<file path="src/include/imf_pkg.sv">
// constants and types for the medium-rate infrared framer
package imf_pkg;
	// register byte offsets
	localparam logic [7:0] IMF_CTRL_OFS = 8'h00;
	localparam logic [7:0] IMF_STAT_OFS = 8'h04;
	localparam logic [7:0] IMF_TXD_OFS  = 8'h08;
	localparam logic [7:0] IMF_RXD_OFS  = 8'h0C;
	// control fields
	localparam int IMF_CTRL_TX_EN  = 0;
	localparam int IMF_CTRL_RX_EN  = 1;
	localparam int IMF_CTRL_FILT   = 2;
	localparam int IMF_CTRL_ABTMD  = 3;
	localparam int IMF_CTRL_FAST   = 4;
	localparam int IMF_CTRL_MATCH  = 8;
	localparam logic [15:0] IMF_CTRL_RST  = 16'h0000;
	localparam logic [15:0] IMF_CTRL_MASK = 16'hFF1F;
	// status fields, sticky ones write-one-to-clear
	localparam int IMF_ST_CRC    = 0;
	localparam int IMF_ST_RXABT  = 1;
	localparam int IMF_ST_TXABT  = 2;
	localparam int IMF_ST_OVR    = 3;
	localparam int IMF_ST_TXREQ  = 8;
	localparam int IMF_ST_RXREQ  = 9;
	// receive entry fields
	localparam int IMF_RX_EOF    = 8;
	localparam int IMF_RX_CRCERR = 9;
	localparam int IMF_RX_OVR    = 10;
	localparam int IMF_RX_VALID  = 11;
	// buffers
	localparam int          IMF_DEPTH   = 8;
	localparam logic [3:0]  IMF_FULL    = 4'h8;
	localparam logic [3:0]  IMF_WORD    = 4'h4;
	// framing
	localparam logic [7:0]  IMF_FLAG     = 8'h7E;
	localparam logic [7:0]  IMF_ALLONES  = 8'hFF;
	localparam logic [15:0] IMF_CRC_INIT = 16'hFFFF;
	localparam logic [15:0] IMF_CRC_POLY = 16'h1021;
	localparam logic [2:0]  IMF_ONES_STUFF = 3'h5;
	localparam logic [2:0]  IMF_ONES_ABORT = 3'h6;
	localparam logic [2:0]  IMF_ONES_MAX   = 3'h7;
	// timing
	localparam int IMF_CLK_HZ    = 125_000_000;
	localparam int IMF_RATE_FAST = 1_152_000;
	localparam int IMF_RATE_SLOW = 576_000;
	localparam logic [7:0] IMF_BIT_FAST = 8'(IMF_CLK_HZ / IMF_RATE_FAST);
	localparam logic [7:0] IMF_BIT_SLOW = 8'(IMF_CLK_HZ / IMF_RATE_SLOW);
	localparam int IMF_CLK_NS     = 8;
	localparam int IMF_SIP_HIGH_NS = 1600;
	localparam int IMF_SIP_LOW_NS  = 5500;
	localparam logic [9:0] IMF_SIP_HIGH_CYC = 10'((IMF_SIP_HIGH_NS + IMF_CLK_NS - 1) / IMF_CLK_NS);
	localparam logic [9:0] IMF_SIP_CYC = 10'((IMF_SIP_HIGH_NS + IMF_SIP_LOW_NS + IMF_CLK_NS - 1) / IMF_CLK_NS);
	typedef enum logic [2:0] {IMF_RX_HUNT, IMF_RX_SYNC, IMF_RX_FRAME, IMF_RX_SKIP, IMF_RX_STALL} imf_rx_st_t;
	typedef enum logic [2:0] {IMF_TX_OFF, IMF_TX_SIP, IMF_TX_FLAGS, IMF_TX_DATA, IMF_TX_CRC, IMF_TX_CLOSE,
		IMF_TX_ABORT} imf_tx_st_t;
endpackage

</file>
<file path="src/core/imf_core.sv">
// medium-rate infrared framer: apb registers, buffers, receive and transmit engines
//
// Notes on behaviour
// - hunt for flag, address follows start flags
// - two-byte hold stage keeps checksum out
// - filter: store frame on match or all-ones
// - mismatch: store nothing, wait closing flag
// - control byte stored as plain data
// - receive request when buffer holds a word
// - overrun tags last entry, stall until empty
// - closing flag: tag end, check checksum
// - back-to-back frames without re-hunting
// - seven consecutive ones mean abort
// - abort drops newest, stores oldest tagged end
// - misaligned closing flag treated as abort
// - receive disable clears receive side
// - transmit request while buffer at most half full
// - interaction pulse, then flags until data
// - shift bytes out, hardware adds flags, checksum
// - transmit request when word space free
// - underrun action chosen by software
// - completion: checksum, flag, pulse, idle flags
// - termination: abort until data, pulse, flags
// - transmit disable clears transmit side
// - insert zero after five ones
// - checksum polynomial, preset to ones
// - bytes lsb first, checksum msb first
// - zero is quarter-bit pulse, one none
`timescale 1ns/100ps
`default_nettype none
module imf_core (
	// apb slave
	input  wire logic        pclk,
	input  wire logic        presetn,
	input  wire logic        psel,
	input  wire logic        penable,
	input  wire logic        pwrite,
	input  wire logic [7:0]  paddr,
	input  wire logic [31:0] pwdata,
	output logic      [31:0] prdata,
	output logic             pready,
	output logic             pslverr,
	// optical line
	input  wire logic        ir_rxd,
	output logic             ir_txd,
	// service requests
	output logic             tx_service_req,
	output logic             rx_service_req
);
	import imf_pkg::*;

	function automatic logic [15:0] crc_byte(input logic [15:0] c, input logic [7:0] b);
		logic [15:0] r;
		r = c;
		for (int i = 0; i < 8; i++) begin
			r = {r[14:0], 1'b0} ^ ((r[15] ^ b[i]) ? IMF_CRC_POLY : 16'h0000);
		end
		return r;
	endfunction

	// apb decode
	logic [15:0] ctrl_q;
	logic [3:0]  st_q;
	wire logic   acc      = psel & penable;
	wire logic   done     = acc & pready;
	wire logic   hit_ctrl = paddr == IMF_CTRL_OFS;
	wire logic   hit_stat = paddr == IMF_STAT_OFS;
	wire logic   hit_txd  = paddr == IMF_TXD_OFS;
	wire logic   hit_rxd  = paddr == IMF_RXD_OFS;
	wire logic   mapped   = hit_ctrl | hit_stat | hit_txd | hit_rxd;
	wire logic   tx_en    = ctrl_q[IMF_CTRL_TX_EN];
	wire logic   rx_en    = ctrl_q[IMF_CTRL_RX_EN];
	wire logic [7:0] match = ctrl_q[IMF_CTRL_MATCH +: 8];
	wire logic [7:0] bit_cyc = ctrl_q[IMF_CTRL_FAST] ? IMF_BIT_FAST : IMF_BIT_SLOW;
	wire logic [7:0] bit_last = bit_cyc - 8'h01;
	wire logic [7:0] bit_half = bit_cyc >> 1;
	wire logic [7:0] bit_qtr  = bit_cyc >> 2;

	// buffers
	logic [7:0]  tx_mem [IMF_DEPTH];
	logic [10:0] rx_mem [IMF_DEPTH];
	logic [2:0]  tx_wp_q, tx_rp_q, rx_wp_q, rx_rp_q;
	logic [3:0]  tx_cnt_q, rx_cnt_q;
	logic        tx_en_q, rx_en_q;
	wire logic   tx_flush = tx_en_q & ~tx_en;
	wire logic   rx_flush = rx_en_q & ~rx_en;
	wire logic   tx_push  = done & pwrite & hit_txd & (tx_cnt_q != IMF_FULL);
	wire logic   rx_pop   = done & ~pwrite & hit_rxd & (rx_cnt_q != 4'h0);
	wire logic   rx_full  = rx_cnt_q == IMF_FULL;
	wire logic [2:0] rx_last = rx_wp_q - 3'h1;
	logic        tx_pop;
	logic        rx_push, rx_tag;
	logic [10:0] rx_push_data, rx_tag_bits;
	logic [3:0]  st_set;

	// register read
	logic [31:0] rd_mux;
	always_comb begin
		rd_mux = 32'h0000_0000;
		if (hit_ctrl) begin
			rd_mux[15:0] = ctrl_q;
		end else if (hit_stat) begin
			rd_mux[3:0] = st_q;
			rd_mux[IMF_ST_TXREQ] = tx_service_req;
			rd_mux[IMF_ST_RXREQ] = rx_service_req;
		end else if (hit_txd) begin
			rd_mux[3:0] = tx_cnt_q;
		end else if (hit_rxd) begin
			rd_mux[10:0] = rx_mem[rx_rp_q];
			rd_mux[IMF_RX_VALID] = rx_cnt_q != 4'h0;
		end
	end

	// apb answers after one wait cycle
	always_ff @(posedge pclk or negedge presetn) begin
		if (!presetn) begin
			pready  <= 1'b0;
			pslverr <= 1'b0;
			prdata  <= 32'h0000_0000;
		end else begin
			pready  <= acc & ~pready;
			pslverr <= acc & ~pready & ~mapped;
			if (acc & ~pready) begin
				prdata <= rd_mux;
			end
		end
	end

	// control and sticky status, hardware set wins over clear
	wire logic [3:0] st_clr = (done & pwrite & hit_stat) ? pwdata[3:0] : 4'h0;
	always_ff @(posedge pclk or negedge presetn) begin
		if (!presetn) begin
			ctrl_q  <= IMF_CTRL_RST;
			st_q    <= 4'h0;
			tx_en_q <= 1'b0;
			rx_en_q <= 1'b0;
		end else begin
			if (done & pwrite & hit_ctrl) begin
				ctrl_q <= pwdata[15:0] & IMF_CTRL_MASK;
			end
			st_q    <= (st_q & ~st_clr) | st_set;
			tx_en_q <= tx_en;
			rx_en_q <= rx_en;
		end
	end

	// transmit buffer; prefill allowed while off, cleared on disable
	always_ff @(posedge pclk) begin
		if (tx_push) begin
			tx_mem[tx_wp_q] <= pwdata[7:0];
		end
	end
	always_ff @(posedge pclk or negedge presetn) begin
		if (!presetn) begin
			tx_wp_q  <= 3'h0;
			tx_rp_q  <= 3'h0;
			tx_cnt_q <= 4'h0;
		end else if (tx_flush) begin
			tx_wp_q  <= 3'h0;
			tx_rp_q  <= 3'h0;
			tx_cnt_q <= 4'h0;
		end else begin
			tx_wp_q  <= tx_wp_q + 3'(tx_push);
			tx_rp_q  <= tx_rp_q + 3'(tx_pop);
			tx_cnt_q <= tx_cnt_q + 4'(tx_push) - 4'(tx_pop);
		end
	end

	// receive buffer: push new entry or or-in tags on newest entry
	wire logic [2:0]  rx_widx = rx_push ? rx_wp_q : rx_last;
	wire logic [10:0] rx_wdat = rx_push ? rx_push_data : (rx_mem[rx_last] | rx_tag_bits);
	always_ff @(posedge pclk) begin
		if (rx_push | rx_tag) begin
			rx_mem[rx_widx] <= rx_wdat;
		end
	end
	always_ff @(posedge pclk or negedge presetn) begin
		if (!presetn) begin
			rx_wp_q  <= 3'h0;
			rx_rp_q  <= 3'h0;
			rx_cnt_q <= 4'h0;
		end else if (rx_flush) begin
			rx_wp_q  <= 3'h0;
			rx_rp_q  <= 3'h0;
			rx_cnt_q <= 4'h0;
		end else begin
			rx_wp_q  <= rx_wp_q + 3'(rx_push);
			rx_rp_q  <= rx_rp_q + 3'(rx_pop);
			rx_cnt_q <= rx_cnt_q + 4'(rx_push) - 4'(rx_pop);
		end
	end

	// service requests
	always_ff @(posedge pclk or negedge presetn) begin
		if (!presetn) begin
			tx_service_req <= 1'b0;
			rx_service_req <= 1'b0;
		end else begin
			tx_service_req <= tx_en & ((IMF_FULL - tx_cnt_q) >= IMF_WORD);
			rx_service_req <= rx_en & (rx_cnt_q >= IMF_WORD);
		end
	end

	// receive bit recovery: counter restarts on each pulse leading edge
	logic [7:0] rcnt_q;
	logic       seen_q, rxd_q;
	wire logic  rx_edge = ir_rxd & ~rxd_q;
	wire logic  rx_wrap = rcnt_q == bit_last;
	wire logic  bit_ev  = rx_en & (rx_edge ? (rcnt_q >= bit_half) : rx_wrap);
	wire logic  bit_val = ~seen_q;
	always_ff @(posedge pclk or negedge presetn) begin
		if (!presetn) begin
			rcnt_q <= 8'h00;
			seen_q <= 1'b0;
			rxd_q  <= 1'b0;
		end else if (!rx_en) begin
			rcnt_q <= 8'h00;
			seen_q <= 1'b0;
			rxd_q  <= 1'b0;
		end else begin
			rxd_q  <= ir_rxd;
			rcnt_q <= rx_edge ? 8'h01 : (rx_wrap ? 8'h00 : rcnt_q + 8'h01);
			seen_q <= rx_edge | (seen_q & ~rx_wrap);
		end
	end

	// receive framing
	imf_rx_st_t  rx_st_q, rx_st_d;
	logic [2:0]  ones_q, ones_d, bcnt_q, bcnt_d;
	logic [7:0]  win_q, win_d, sh_q, sh_d, h0_q, h0_d, h1_q, h1_d;
	logic [1:0]  hcnt_q, hcnt_d;
	logic [15:0] rcrc_q, rcrc_d;
	logic        pushed_q, pushed_d;
	logic        abort_go;
	logic [3:0]  st_rx;
	always_comb begin
		rx_st_d = rx_st_q;
		ones_d = ones_q;
		bcnt_d = bcnt_q;
		win_d = win_q;
		sh_d = sh_q;
		h0_d = h0_q;
		h1_d = h1_q;
		hcnt_d = hcnt_q;
		rcrc_d = rcrc_q;
		pushed_d = pushed_q;
		rx_push = 1'b0;
		rx_push_data = 11'h000;
		rx_tag = 1'b0;
		rx_tag_bits = 11'h000;
		st_rx = 4'h0;
		abort_go = 1'b0;
		if (rx_st_q == IMF_RX_STALL) begin
			if (rx_cnt_q == 4'h0) begin
				rx_st_d = IMF_RX_HUNT;
			end
		end else if (bit_ev) begin
			ones_d = bit_val ? ((ones_q == IMF_ONES_MAX) ? ones_q : ones_q + 3'h1) : 3'h0;
			win_d = {bit_val, win_q[7:1]};
			if (rx_st_q == IMF_RX_HUNT) begin
				if (win_d == IMF_FLAG) begin
					rx_st_d = IMF_RX_SYNC;
				end
			end else if (bit_val && ones_q == IMF_ONES_ABORT) begin
				abort_go = rx_st_q == IMF_RX_FRAME;
				rx_st_d = IMF_RX_HUNT;
			end else if (win_d == IMF_FLAG) begin
				rx_st_d = IMF_RX_SYNC;
				if (rx_st_q == IMF_RX_FRAME) begin
					if (bcnt_q == 3'h7 && hcnt_q == 2'h2) begin
						rx_tag = pushed_q;
						rx_tag_bits[IMF_RX_EOF] = 1'b1;
						rx_tag_bits[IMF_RX_CRCERR] = rcrc_q != 16'h0000;
						st_rx[IMF_ST_CRC] = pushed_q & (rcrc_q != 16'h0000);
					end else begin
						abort_go = 1'b1;
						rx_st_d = IMF_RX_HUNT;
					end
				end
			end else if (!bit_val && ones_q == IMF_ONES_STUFF) begin
				ones_d = 3'h0;
			end else begin
				sh_d = {bit_val, sh_q[7:1]};
				bcnt_d = bcnt_q + 3'h1;
				if (bcnt_q == 3'h7 && rx_st_q != IMF_RX_SKIP) begin
					rcrc_d = crc_byte(rcrc_q, sh_d);
					h1_d = sh_d;
					h0_d = (hcnt_q == 2'h0) ? sh_d : h1_q;
					hcnt_d = (hcnt_q == 2'h2) ? hcnt_q : hcnt_q + 2'h1;
					if (rx_st_q == IMF_RX_SYNC) begin
						if (ctrl_q[IMF_CTRL_FILT] && sh_d != match && sh_d != IMF_ALLONES) begin
							rx_st_d = IMF_RX_SKIP;
						end else begin
							rx_st_d = IMF_RX_FRAME;
						end
					end else if (hcnt_q == 2'h2) begin
						if (rx_full) begin
							rx_tag = 1'b1;
							rx_tag_bits[IMF_RX_EOF] = 1'b1;
							rx_tag_bits[IMF_RX_OVR] = 1'b1;
							st_rx[IMF_ST_OVR] = 1'b1;
							rx_st_d = IMF_RX_STALL;
						end else begin
							rx_push = 1'b1;
							rx_push_data = {3'h0, h0_q};
							pushed_d = 1'b1;
						end
					end
				end
			end
			if (abort_go) begin
				rx_push = hcnt_q == 2'h2 && !rx_full;
				rx_push_data = {3'h0, h0_q};
				rx_push_data[IMF_RX_EOF] = 1'b1;
				st_rx[IMF_ST_RXABT] = 1'b1;
			end
			if (rx_st_d != rx_st_q || win_d == IMF_FLAG) begin
				if (rx_st_d == IMF_RX_SYNC || rx_st_d == IMF_RX_HUNT) begin
					bcnt_d = 3'h0;
					hcnt_d = 2'h0;
					pushed_d = 1'b0;
					rcrc_d = IMF_CRC_INIT;
				end
			end
		end
	end
	always_ff @(posedge pclk or negedge presetn) begin
		if (!presetn) begin
			rx_st_q  <= IMF_RX_HUNT;
			ones_q   <= 3'h0;
			bcnt_q   <= 3'h0;
			win_q    <= 8'h00;
			sh_q     <= 8'h00;
			h0_q     <= 8'h00;
			h1_q     <= 8'h00;
			hcnt_q   <= 2'h0;
			rcrc_q   <= IMF_CRC_INIT;
			pushed_q <= 1'b0;
		end else if (!rx_en) begin
			rx_st_q  <= IMF_RX_HUNT;
			ones_q   <= 3'h0;
			bcnt_q   <= 3'h0;
			win_q    <= 8'h00;
			sh_q     <= 8'h00;
			hcnt_q   <= 2'h0;
			pushed_q <= 1'b0;
		end else begin
			rx_st_q  <= rx_st_d;
			ones_q   <= ones_d;
			bcnt_q   <= bcnt_d;
			win_q    <= win_d;
			sh_q     <= sh_d;
			h0_q     <= h0_d;
			h1_q     <= h1_d;
			hcnt_q   <= hcnt_d;
			rcrc_q   <= rcrc_d;
			pushed_q <= pushed_d;
		end
	end

	// transmit engine
	imf_tx_st_t  tx_st_q, tx_st_d;
	logic [7:0]  tcnt_q;
	logic [9:0]  sip_q;
	logic [15:0] tsr_q, tsr_d, tcrc_q, tcrc_d;
	logic [4:0]  tbits_q, tbits_d;
	logic [2:0]  tones_q, tones_d;
	logic [1:0]  nflag_q, nflag_d;
	logic        tstuff_q, tstuff_d, tpend_q, tpend_d, tbit_q, tbit_d;
	wire logic   t_tick   = tcnt_q == bit_last;
	wire logic   sip_done = sip_q == IMF_SIP_CYC;
	wire logic   shifting = tx_st_q != IMF_TX_OFF && tx_st_q != IMF_TX_SIP;
	wire logic   tx_avail = tx_cnt_q != 4'h0;
	always_comb begin
		tx_st_d = tx_st_q;
		tsr_d = tsr_q;
		tbits_d = tbits_q;
		tones_d = tones_q;
		tstuff_d = tstuff_q;
		tpend_d = tpend_q;
		tbit_d = tbit_q;
		tcrc_d = tcrc_q;
		nflag_d = nflag_q;
		tx_pop = 1'b0;
		if (tx_st_q == IMF_TX_OFF) begin
			tx_st_d = IMF_TX_SIP;
		end else if (tx_st_q == IMF_TX_SIP) begin
			if (sip_done) begin
				tx_st_d = IMF_TX_FLAGS;
				tsr_d = {8'h00, IMF_FLAG};
				tbits_d = 5'h08;
				tstuff_d = 1'b0;
				nflag_d = 2'h0;
			end
		end else if (t_tick) begin
			if (tpend_q) begin
				tbit_d = 1'b0;
				tpend_d = 1'b0;
				tones_d = 3'h0;
			end else begin
				tbit_d = tsr_q[0];
				tsr_d = {1'b0, tsr_q[15:1]};
				tbits_d = tbits_q - 5'h01;
				tones_d = tsr_q[0] ? ((tones_q == IMF_ONES_MAX) ? tones_q : tones_q + 3'h1) : 3'h0;
				tpend_d = tstuff_q & tsr_q[0] & (tones_q == IMF_ONES_STUFF - 3'h1);
				if (tx_st_q == IMF_TX_DATA) begin
					tcrc_d = {tcrc_q[14:0], 1'b0} ^ ((tcrc_q[15] ^ tsr_q[0]) ? IMF_CRC_POLY : 16'h0000);
				end
				if (tbits_d == 5'h00) begin
					tstuff_d = 1'b1;
					tbits_d = 5'h08;
					case (tx_st_q)
						IMF_TX_FLAGS: begin
							if (nflag_q == 2'h2 && tx_avail) begin
								tx_st_d = IMF_TX_DATA;
								tsr_d = {8'h00, tx_mem[tx_rp_q]};
								tx_pop = 1'b1;
								tcrc_d = IMF_CRC_INIT;
							end else begin
								tsr_d = {8'h00, IMF_FLAG};
								tstuff_d = 1'b0;
								nflag_d = (nflag_q == 2'h2) ? nflag_q : nflag_q + 2'h1;
							end
						end
						IMF_TX_DATA: begin
							if (tx_avail) begin
								tsr_d = {8'h00, tx_mem[tx_rp_q]};
								tx_pop = 1'b1;
							end else if (ctrl_q[IMF_CTRL_ABTMD]) begin
								tx_st_d = IMF_TX_ABORT;
								tsr_d = {8'h00, IMF_ALLONES};
								tstuff_d = 1'b0;
							end else begin
								tx_st_d = IMF_TX_CRC;
								tsr_d = {<<{tcrc_d}};
								tbits_d = 5'h10;
							end
						end
						IMF_TX_CRC: begin
							tx_st_d = IMF_TX_CLOSE;
							tsr_d = {8'h00, IMF_FLAG};
							tstuff_d = 1'b0;
						end
						IMF_TX_ABORT: begin
							tstuff_d = 1'b0;
							tsr_d = {8'h00, IMF_ALLONES};
							if (tx_avail) begin
								tx_st_d = IMF_TX_SIP;
							end
						end
						default: begin
							tx_st_d = IMF_TX_SIP;
						end
					endcase
				end
			end
		end
	end
	wire logic tx_abt_ev = tx_st_q == IMF_TX_DATA && tx_st_d == IMF_TX_ABORT;
	always_ff @(posedge pclk or negedge presetn) begin
		if (!presetn) begin
			tx_st_q  <= IMF_TX_OFF;
			tcnt_q   <= 8'h00;
			sip_q    <= 10'h000;
			tsr_q    <= 16'h0000;
			tbits_q  <= 5'h00;
			tones_q  <= 3'h0;
			tstuff_q <= 1'b0;
			tpend_q  <= 1'b0;
			tbit_q   <= 1'b1;
			tcrc_q   <= IMF_CRC_INIT;
			nflag_q  <= 2'h0;
			ir_txd   <= 1'b0;
		end else if (!tx_en) begin
			tx_st_q  <= IMF_TX_OFF;
			tcnt_q   <= 8'h00;
			sip_q    <= 10'h000;
			tbits_q  <= 5'h00;
			tones_q  <= 3'h0;
			tpend_q  <= 1'b0;
			tbit_q   <= 1'b1;
			ir_txd   <= 1'b0;
		end else begin
			tx_st_q  <= tx_st_d;
			tcnt_q   <= (!shifting || t_tick) ? 8'h00 : tcnt_q + 8'h01;
			sip_q    <= (tx_st_q == IMF_TX_SIP && !sip_done) ? sip_q + 10'h001 : 10'h000;
			tsr_q    <= tsr_d;
			tbits_q  <= tbits_d;
			tones_q  <= tones_d;
			tstuff_q <= tstuff_d;
			tpend_q  <= tpend_d;
			tbit_q   <= tbit_d;
			tcrc_q   <= tcrc_d;
			nflag_q  <= nflag_d;
			ir_txd   <= (tx_st_q == IMF_TX_SIP) ? (sip_q < IMF_SIP_HIGH_CYC)
				: (shifting & ~tbit_q & (tcnt_q < bit_qtr));
		end
	end
	assign st_set = st_rx | ({3'h0, tx_abt_ev} << IMF_ST_TXABT);
endmodule
`default_nettype wire

</file>
<file path="config.mk">
export PLATFORM = sky130hd
export DESIGN_NAME = imf_core
export DESIGN_NICKNAME = d
export VERILOG_FILES = /design/src/include/imf_pkg.sv /design/src/core/imf_core.sv
export SDC_FILE = /design/constraint.sdc
export NUM_CORES = 1
export LEC_CHECK = 0
export ABC_AREA = 1
export BUFFER_PORTS_ARGS = -buffer_cell sky130_fd_sc_hd__buf_2
export CAP_MARGIN = 10
export CORE_ASPECT_RATIO = 0.9
export CORE_UTILIZATION = 58
export CTS_BUF_LIST = sky130_fd_sc_hd__clkbuf_2 sky130_fd_sc_hd__clkbuf_4 sky130_fd_sc_hd__clkbuf_8
export CTS_CLUSTER_DIAMETER = 100
export DETAILED_ROUTE_END_ITERATION = 10
export PLACE_DENSITY = 0.89
export SLEW_MARGIN = 10
export SYNTH_ARGS = -nofsm -noshare
export SYNTH_HDL_FRONTEND = slang
export SYNTH_SLANG_ARGS = --single-unit
</file>
<file path="constraint.sdc">
create_clock -name pclk -period 3.2 [get_ports pclk]
set_input_delay 0.64 -clock pclk [delete_from_list [all_inputs] [get_ports pclk]]
set_output_delay 0.64 -clock pclk [all_outputs]
set_load 0.01 [all_outputs]
</file>
==> impl_metrics.tcl, run 1 <==
set metrics [dict create \
    status "complete, no violations" \
    avgRoutedWirePerCell_um 16.65 \
    h-tree-depth 2 \
    die_area_sq_um 31730 \
    synth_cell_types 56 \
    die_w_um 187.7 \
    drtAntennaViolNets 0 \
    postCtsHoldBufs 0 \
    fin_crit_sh 0.9463 \
    cts_tree "done" \
    rsz0062_at_grt "false" \
    drive_above_1_share 0.1354 \
    vias_per_cell 5.711 \
    max_cap_viol_count 0 \
    core_sq_um 30180 \
    die_h_um 169.1 \
    synth_common_cells "460 x nand2_1, 226 x inv_1, 206 x nor2_1, 199 x o21ai_0, 161 x dfrtp_1" \
    grt_pass1_wl_mm 70.52 \
    worstSkewPairLatency_ns 0.62 \
    path_max_fanout 11 \
    first_global_vias 14390 \
    fin_setup_tns_ns 0 \
    switching_share 0.2222 \
    pwr-share-clk 0.437 \
    first_pass_iters 6 \
    synthFlopType "dfrtp_1" \
    pwr-share-comb 0.039 \
    grt_usage 0.2754 \
    min_path_type "in -> async" \
    finalClockSkew_ns 0.04392 \
    seqPwrFrac 0.523 \
    diodes 0 \
    max_slew_margin 0.3670 \
    cp.arrival_ns 3.32 \
    fin_crit_ns 3.028 \
    fmaxAchievable_ghz 0.3302 \
    hpwl_mm 29.53 \
    synth_top_cell_by_area "edfxtp_1" \
    synth_area_leaders "edfxtp_1 25%, dfrtp_1 22%, nand2_1 9.6%" \
    ys_seq_elements 346 \
    area_delta_synth_final_pct 10.56 \
    worst_setup_path_start_kind "flip-flop" \
    cts_made_buffers 52 \
    routed_wl_mm 43.22 \
    netlist_area_sq_um 17990 \
    postCtsResizedCells 0 \
    post_cts_buffers 0 \
    yosys_warnings 0 \
    cts_buffer_depth 3 \
    fin_nets 2245 \
    drc_errors 0 \
    ys_async_sr_fraction 0.5607 \
    avgSynthCellArea_sq_um 8.688 \
    holdWs_ns 0.06797 \
    crit_path_end_kind "flip-flop" \
    setup_viol 0 \
    p_per_area_nw_per_um2 452.4 \
    clk_pin_slew_ns 0.07 \
    synth-edff-count 152 \
    grt_antenna_before_repair 0 \
    p_sw_mw 1.999 \
    port_buffers 50 \
    io-pin-count 83 \
    grt_max_degree 78 \
    drtIter0Drc 1726 \
    cts_num_sinks 346 \
    vias 14830 \
    tightestPinTransition_ns 0.9495 \
    synthCells 2071 \
    clock_tree.root_cell "clkbuf_8" \
    yosysMostFrequentCell "nand2_1" \
    hold_viol_final 0 \
    initial_core_util 0.5962 \
    yosysTopAreaCellShare 0.2537 \
    p_leak_nw 8.597 \
    irDropWorstVdd_mv 0.3801 \
    ys_seq_area_frac 0.5258 \
    worstSetupPathType "reg -> reg" \
    overflow 0 \
    crit_required_ns 3.50 \
    rows 60 \
    finalMaxSlewViolations 0 \
    globalplace.congestion 0.9219 \
    p_int_mw 7.000 \
]
## cell families after synthesis
family / Yosys count / share of synthesized area
buffers and inverters: 339 / 0.07796
other: 1 / 0.0002084
XOR/XNOR: 52 / 0.02531
adder cells (fa/ha/maj): 50 / 0.03561
AO/OA/AOI/OAI: 424 / 0.1291
multiplexers: 1 / 0.0006258
AND/OR/NAND/NOR: 858 / 0.2054
flip-flops: 346 / 0.5258
## per-stage QoR
stage | instances | power [mW] | worst slack, ns | util | area, sq um
finish | 2596 | 8.999 | 0.1719 | 0.6591 | 19890
global route | 2596 | 9.288 | 0.01648 | 0.6591 | 19890
CTS | 2596 | 9.046 | 0.2111 | 0.6591 | 19890
detailed placement | 2498 | 5.144 | 0.1950 | 0.6208 | 18740
global placement | 2498 | 5.124 | 0.2812 | 0.6208 | 18740
floorplan | 2086 | 4.996 | 0.1872 | - | 18050
## area by class of cell
| class | count | area (sq um) |
|---|---|---|
| multi-input cells | 1401 | 7186 |
| clock inverters | 10 | 76.32 |
| fillers | 2308 | 10290 |
| well taps | 403 | 504.2 |
| inverters | 247 | 928.4 |
| clock buffers | 88 | 1080 |
| flip-flops and latches | 346 | 9463 |
| repair buffers | 101 | 654.4 |
## registers in the layout, indices dropped and copies added (netlist names), 5 cells and up
| signal | flops |
|---|---|
| h0_q | 8 |
| sh_q | 7 |
| prdata | 16 |
| sip_q | 10 |
| tx_mem | 64 |
| rcrc_q | 16 |
| tbits_q | 5 |
| tcnt_q | 8 |
| win_q | 7 |
| ctrl_q | 13 |
| h1_q | 8 |
| rx_mem | 88 |
| tsr_q | 16 |
| rcnt_q | 8 |
| tcrc_q | 16 |
## path summary, 6_finish.rpt
| kind | startpoint | to | slack [ns] | cells after the start |
|---|---|---|---|---|
| worst max-delay path | ctrl_q[4]$_DFFE_PN0P_ | rx_mem[1][0]$_DFFE_PP_ | 0.17 | 15 |
| worst min-delay path | presetn | st_q[1]$_DFF_PN0_ | 0.07 | 1 |
| worst max register to register | ctrl_q[4]$_DFFE_PN0P_ | rx_mem[1][0]$_DFFE_PP_ | 0.17 | 15 |
| worst min register to register | tcnt_q[0]$_DFF_PN0_ | tcnt_q[0]$_DFF_PN0_ | 0.47 | 1 |
| max in group asynchronous | presetn | rcrc_q[13]$_DFFE_PN1P_ | 2.33 | 2 |
| min in group pclk | ir_rxd | rxd_q$_DFF_PN0_ | 0.25 | 3 |
## worst max-delay path, cell delays in order, from the launching register on
cell	delay, ns
dfrtp_1	0.47
buf_4	0.21
ha_1	0.30
nand2_1	0.08
nor2_1	0.13
o21ai_1	0.09
nand3_1	0.09
nand2_1	0.09
nand2_4	0.16
nand3_4	0.11
inv_2	0.17
ha_1	0.29
inv_1	0.11
nand2_4	0.07
nor2_1	0.10
buf_4	0.24
## power groups by stage
stage	sequential (mW)	combinational [mW]	clock [mW]
floorplan	4.79	0.206	0
CTS	4.71	0.357	3.98
detailed placement	4.79	0.352	0
global placement	4.79	0.334	0
global route	4.71	0.402	4.18
finish	4.71	0.355	3.93
## metal layers
| metal | global-route usage | part of all wire | wire (um) |
|---|---|---|---|
| met5 | 0 | 0 | 0 |
| met4 | 0.1064 | 0.031 | 1329 |
| met3 | 0.05785 | 0.090 | 3896 |
| met2 | 0.4628 | 0.48 | 20740 |
| met1 | 0.3509 | 0.40 | 17250 |
## cells in the final DEF (no fill, tap or decap), types with 3 or more instances in the layout
cell	count
clkinv_1	3
dfstp_2	33
nor4_1	4
o21ai_0	199
o221ai_1	4
o21ai_1	40
o22ai_1	23
a21oi_1	103
nand2_4	7
clkinv_2	7
dfrtp_1	159
buf_4	50
clkbuf_8	68
nor2_1	206
nand4_1	21
inv_1	226
xor2_1	23
a31oi_1	4
edfxtp_1	152
or2_2	11
o31ai_1	7
conb_1	16
nand3_1	91
nor3_1	20
o211ai_1	32
ha_1	48
nand2_2	6
or2_0	3
nand3b_1	9
nand2_1	460
clkbuf_4	21
inv_2	19
xnor2_1	29
a211oi_1	4
nor2_4	4
nor2_2	5
buf_2	49
Power figures use the tool's default switching activity.
==> run 2: changes to the inputs <==
--- a/config.mk
+++ b/config.mk
@@ -6,7 +6,7 @@
 export NUM_CORES = 1
 export LEC_CHECK = 0
 export ABC_AREA = 1
-export BUFFER_PORTS_ARGS = -buffer_cell sky130_fd_sc_hd__buf_2
+export BUFFER_PORTS_ARGS = -buffer_cell sky130_fd_sc_hd__buf_4
 export CAP_MARGIN = 10
 export CORE_ASPECT_RATIO = 0.9
 export CORE_UTILIZATION = 58
==> run 2 against run 1 <==
Against the previous run:
- global-route usage grew 0.21 points
- combinational power grew 12%
- maximum frequency grew 2.0%
- wire length grew 1.6%
- setup slack gained 0.058 ns
- hold slack lost 0.051 ns
- sequential share of layout area shrank 0.26 points
- first-iteration DRC count shrank 8.5%
- die area is the same
- total power shrank 1.3%
- sequential power is essentially flat
- sequential cell count is the same
- highest routed layer unchanged
- critical endpoint is now rx_cnt_q[2]$_DFF_PN0_
==> impl_metrics.tcl, run 2 (same netlist as run 1, synthesis figures left out) <==
set metrics [dict create \
    first_pass_iters 6 \
    die_h_um 169.1 \
    avgRoutedWirePerCell_um 16.89 \
    post_cts_buffers 0 \
    drtIter0Drc 1579 \
    r2r_end "rx_cnt_q[2]$_DFF_PN0_" \
    grt_max_degree 78 \
    fmaxAchievable_ghz 0.3367 \
    pwr-share-clk 0.425 \
    max_slew_margin 0.3671 \
    grt_usage 0.2775 \
    core_sq_um 30180 \
    min_path_type "in -> async" \
    finalNonFillerCells 2600 \
    tightestPinTransition_ns 0.9346 \
    vias_per_cell 5.731 \
    top_regs "rx_mem x88, tx_mem x64" \
    dp_slack_ns 0.1969 \
    dp.cells 2502 \
    critPathSlowestCell "dfrtp_2" \
    fin_setup_tns_ns 0 \
    seqPwrFrac 0.530 \
    worst_setup_path_start_kind "flip-flop" \
    vias 14900 \
    fillCellCount 2246 \
    cts_made_buffers 53 \
    hpwl_mm 29.95 \
    reg2reg_from "ctrl_q[4]$_DFFE_PN0P_" \
    fin_crit_ns 2.970 \
    routed_wl_mm 43.93 \
    area_delta_synth_final_pct 11.18 \
    max_stage_delay_ns 0.46 \
    layout_common_cells "460 x nand2_1, 226 x inv_1, 206 x nor2_1, 199 x o21ai_0, 158 x dfrtp_1" \
    crit_required_ns 3.68 \
    cts_num_sinks 346 \
    clock_tree.root_cell "clkbuf_8" \
    path_max_fanout 9 \
    overflow 0 \
    final_util 0.6629 \
    p_leak_nw 8.616 \
    drc_errors 0 \
    cp.arrival_ns 3.45 \
    p_per_area_nw_per_um2 444.0 \
    irDropWorstVdd_mv 0.4286 \
    pwr-share-comb 0.045 \
    p_int_mw 6.880 \
    cts_tree "done" \
    diodes 0 \
    die_area_sq_um 31730 \
    hold_viol_final 0 \
    setup_viol 0 \
    rsz0062_at_grt "false" \
    switching_share 0.2255 \
    layout_commonest_cell "nand2_1" \
    p_sw_mw 2.003 \
    stdcell_area_sq_um 20000 \
    rows 60 \
    status "complete, no violations" \
    fin_nets 2250 \
    fin_crit_sh 0.9281 \
    grt_pass1_wl_mm 71.20 \
    crit_path_end_kind "flip-flop" \
    worstSetupPathType "reg -> reg" \
    worstSkewPairLatency_ns 0.61 \
    fin_ws_ns 0.2300 \
    die_w_um 187.7 \
    largest_reg_flops 88 \
    initial_core_util 0.5962 \
    h-tree-depth 2 \
    top_register "rx_mem" \
    drive_above_1_share 0.1352 \
    max_cap_viol_count 0 \
    io-pin-count 83 \
    port_buffers 50 \
    reg2reg_depth 15 \
    clk_pin_slew_ns 0.07 \
    placed_area_sq_um 18900 \
    holdWs_ns 0.01700 \
    globalplace.congestion 0.9332 \
    grt_antenna_before_repair 0 \
    finalMaxSlewViolations 0 \
    cts_buffer_depth 3 \
    finalClockSkew_ns 0.03268 \
    drtAntennaViolNets 0 \
    regToRegSetupSlack_ns 0.23 \
    first_global_vias 14440 \
    finalPower_mw 8.882 \
    cp_cell_sequence "buf_4 > ha_1 > nand2_1 > nor2_1 > nand2_1 > nand3_1 > nand2_1 > nand2_4 > nand3_4 > ha_1 > inv_1 > ha_1 > fa_1 > o22ai_1 > a21oi_1" \
]
==> run 2: cell count changes in the layout (fill, tap and decap cells not counted), moves of 2 or more <==
| cell | before | now |
|---|---|---|
| buf_2 | 49 | 0 |
| buf_4 | 50 | 102 |
| clkbuf_4 | 21 | 19 |
| clkbuf_8 | 68 | 63 |
| clkinv_1 | 3 | 8 |
| clkinv_2 | 7 | 9 |
==> run 2: what timing repair did <==
item | in CTS | in global routing
setup endpoints to repair | 0 | 34
hold buffers | 0 | 0
resized for setup | 0 | 2
==> run 2: layout make-up <==
type / count / area, sq um / share of cell area
inverter: 247 / 930.9 / 0.04653
tap: 403 / 504.2 / 0.02521
clock inverter: 17 / 103.9 / 0.005191
clock buffer: 81 / 996.0 / 0.04979
sequential: 346 / 9464 / 0.4731
timing repair buffer: 105 / 819.5 / 0.04097
multi-input combinational: 1401 / 7186 / 0.3592
==> run 2: metal layers <==
layer	routed length, um	up-vias	global-route usage
met4	1471	0	0.1131
li1	-	6991	-
met5	0	-	0
met2	21000	714	0.4657
met3	3851	125	0.05246
met1	17600	7070	0.3559
==> run 2: worst max-delay path by stage <==
stage | start | depth (start not counted) | end
2_1_floorplan | ctrl_q[4]$_DFFE_PN0P_ | 15 | rx_mem[1][0]$_DFFE_PP_
3_3_place_gp | paddr[1] | 14 | rx_cnt_q[1]$_DFF_PN0_
3_5_place_dp | ctrl_q[4]$_DFFE_PN0P_ | 15 | rx_mem[5][7]$_DFFE_PP_
4_1_cts | ctrl_q[4]$_DFFE_PN0P_ | 15 | rx_mem[5][7]$_DFFE_PP_
5_1_grt | ctrl_q[4]$_DFFE_PN0P_ | 15 | rx_cnt_q[2]$_DFF_PN0_
6_report | ctrl_q[4]$_DFFE_PN0P_ | 15 | rx_cnt_q[2]$_DFF_PN0_
==> run 2: power by group through the flow <==
stage               combinational (mW)  clock (mW)  sequential, mW
floorplan                        0.206           0            4.79
global placement                 0.356           0            4.79
detailed placement               0.381           0            4.79
CTS                              0.394        3.82            4.71
global route                     0.438        4.01            4.71
finish                           0.398        3.77            4.71
==> run 2: worst max-delay path, delay by kind of cell (launching register included) <==
kind / cells / cell delay, ns
simple gates: 7 / 0.70
compound gates: 2 / 0.24
buf+inv: 2 / 0.23
flops: 1 / 0.46
fa+ha+maj: 4 / 1.23
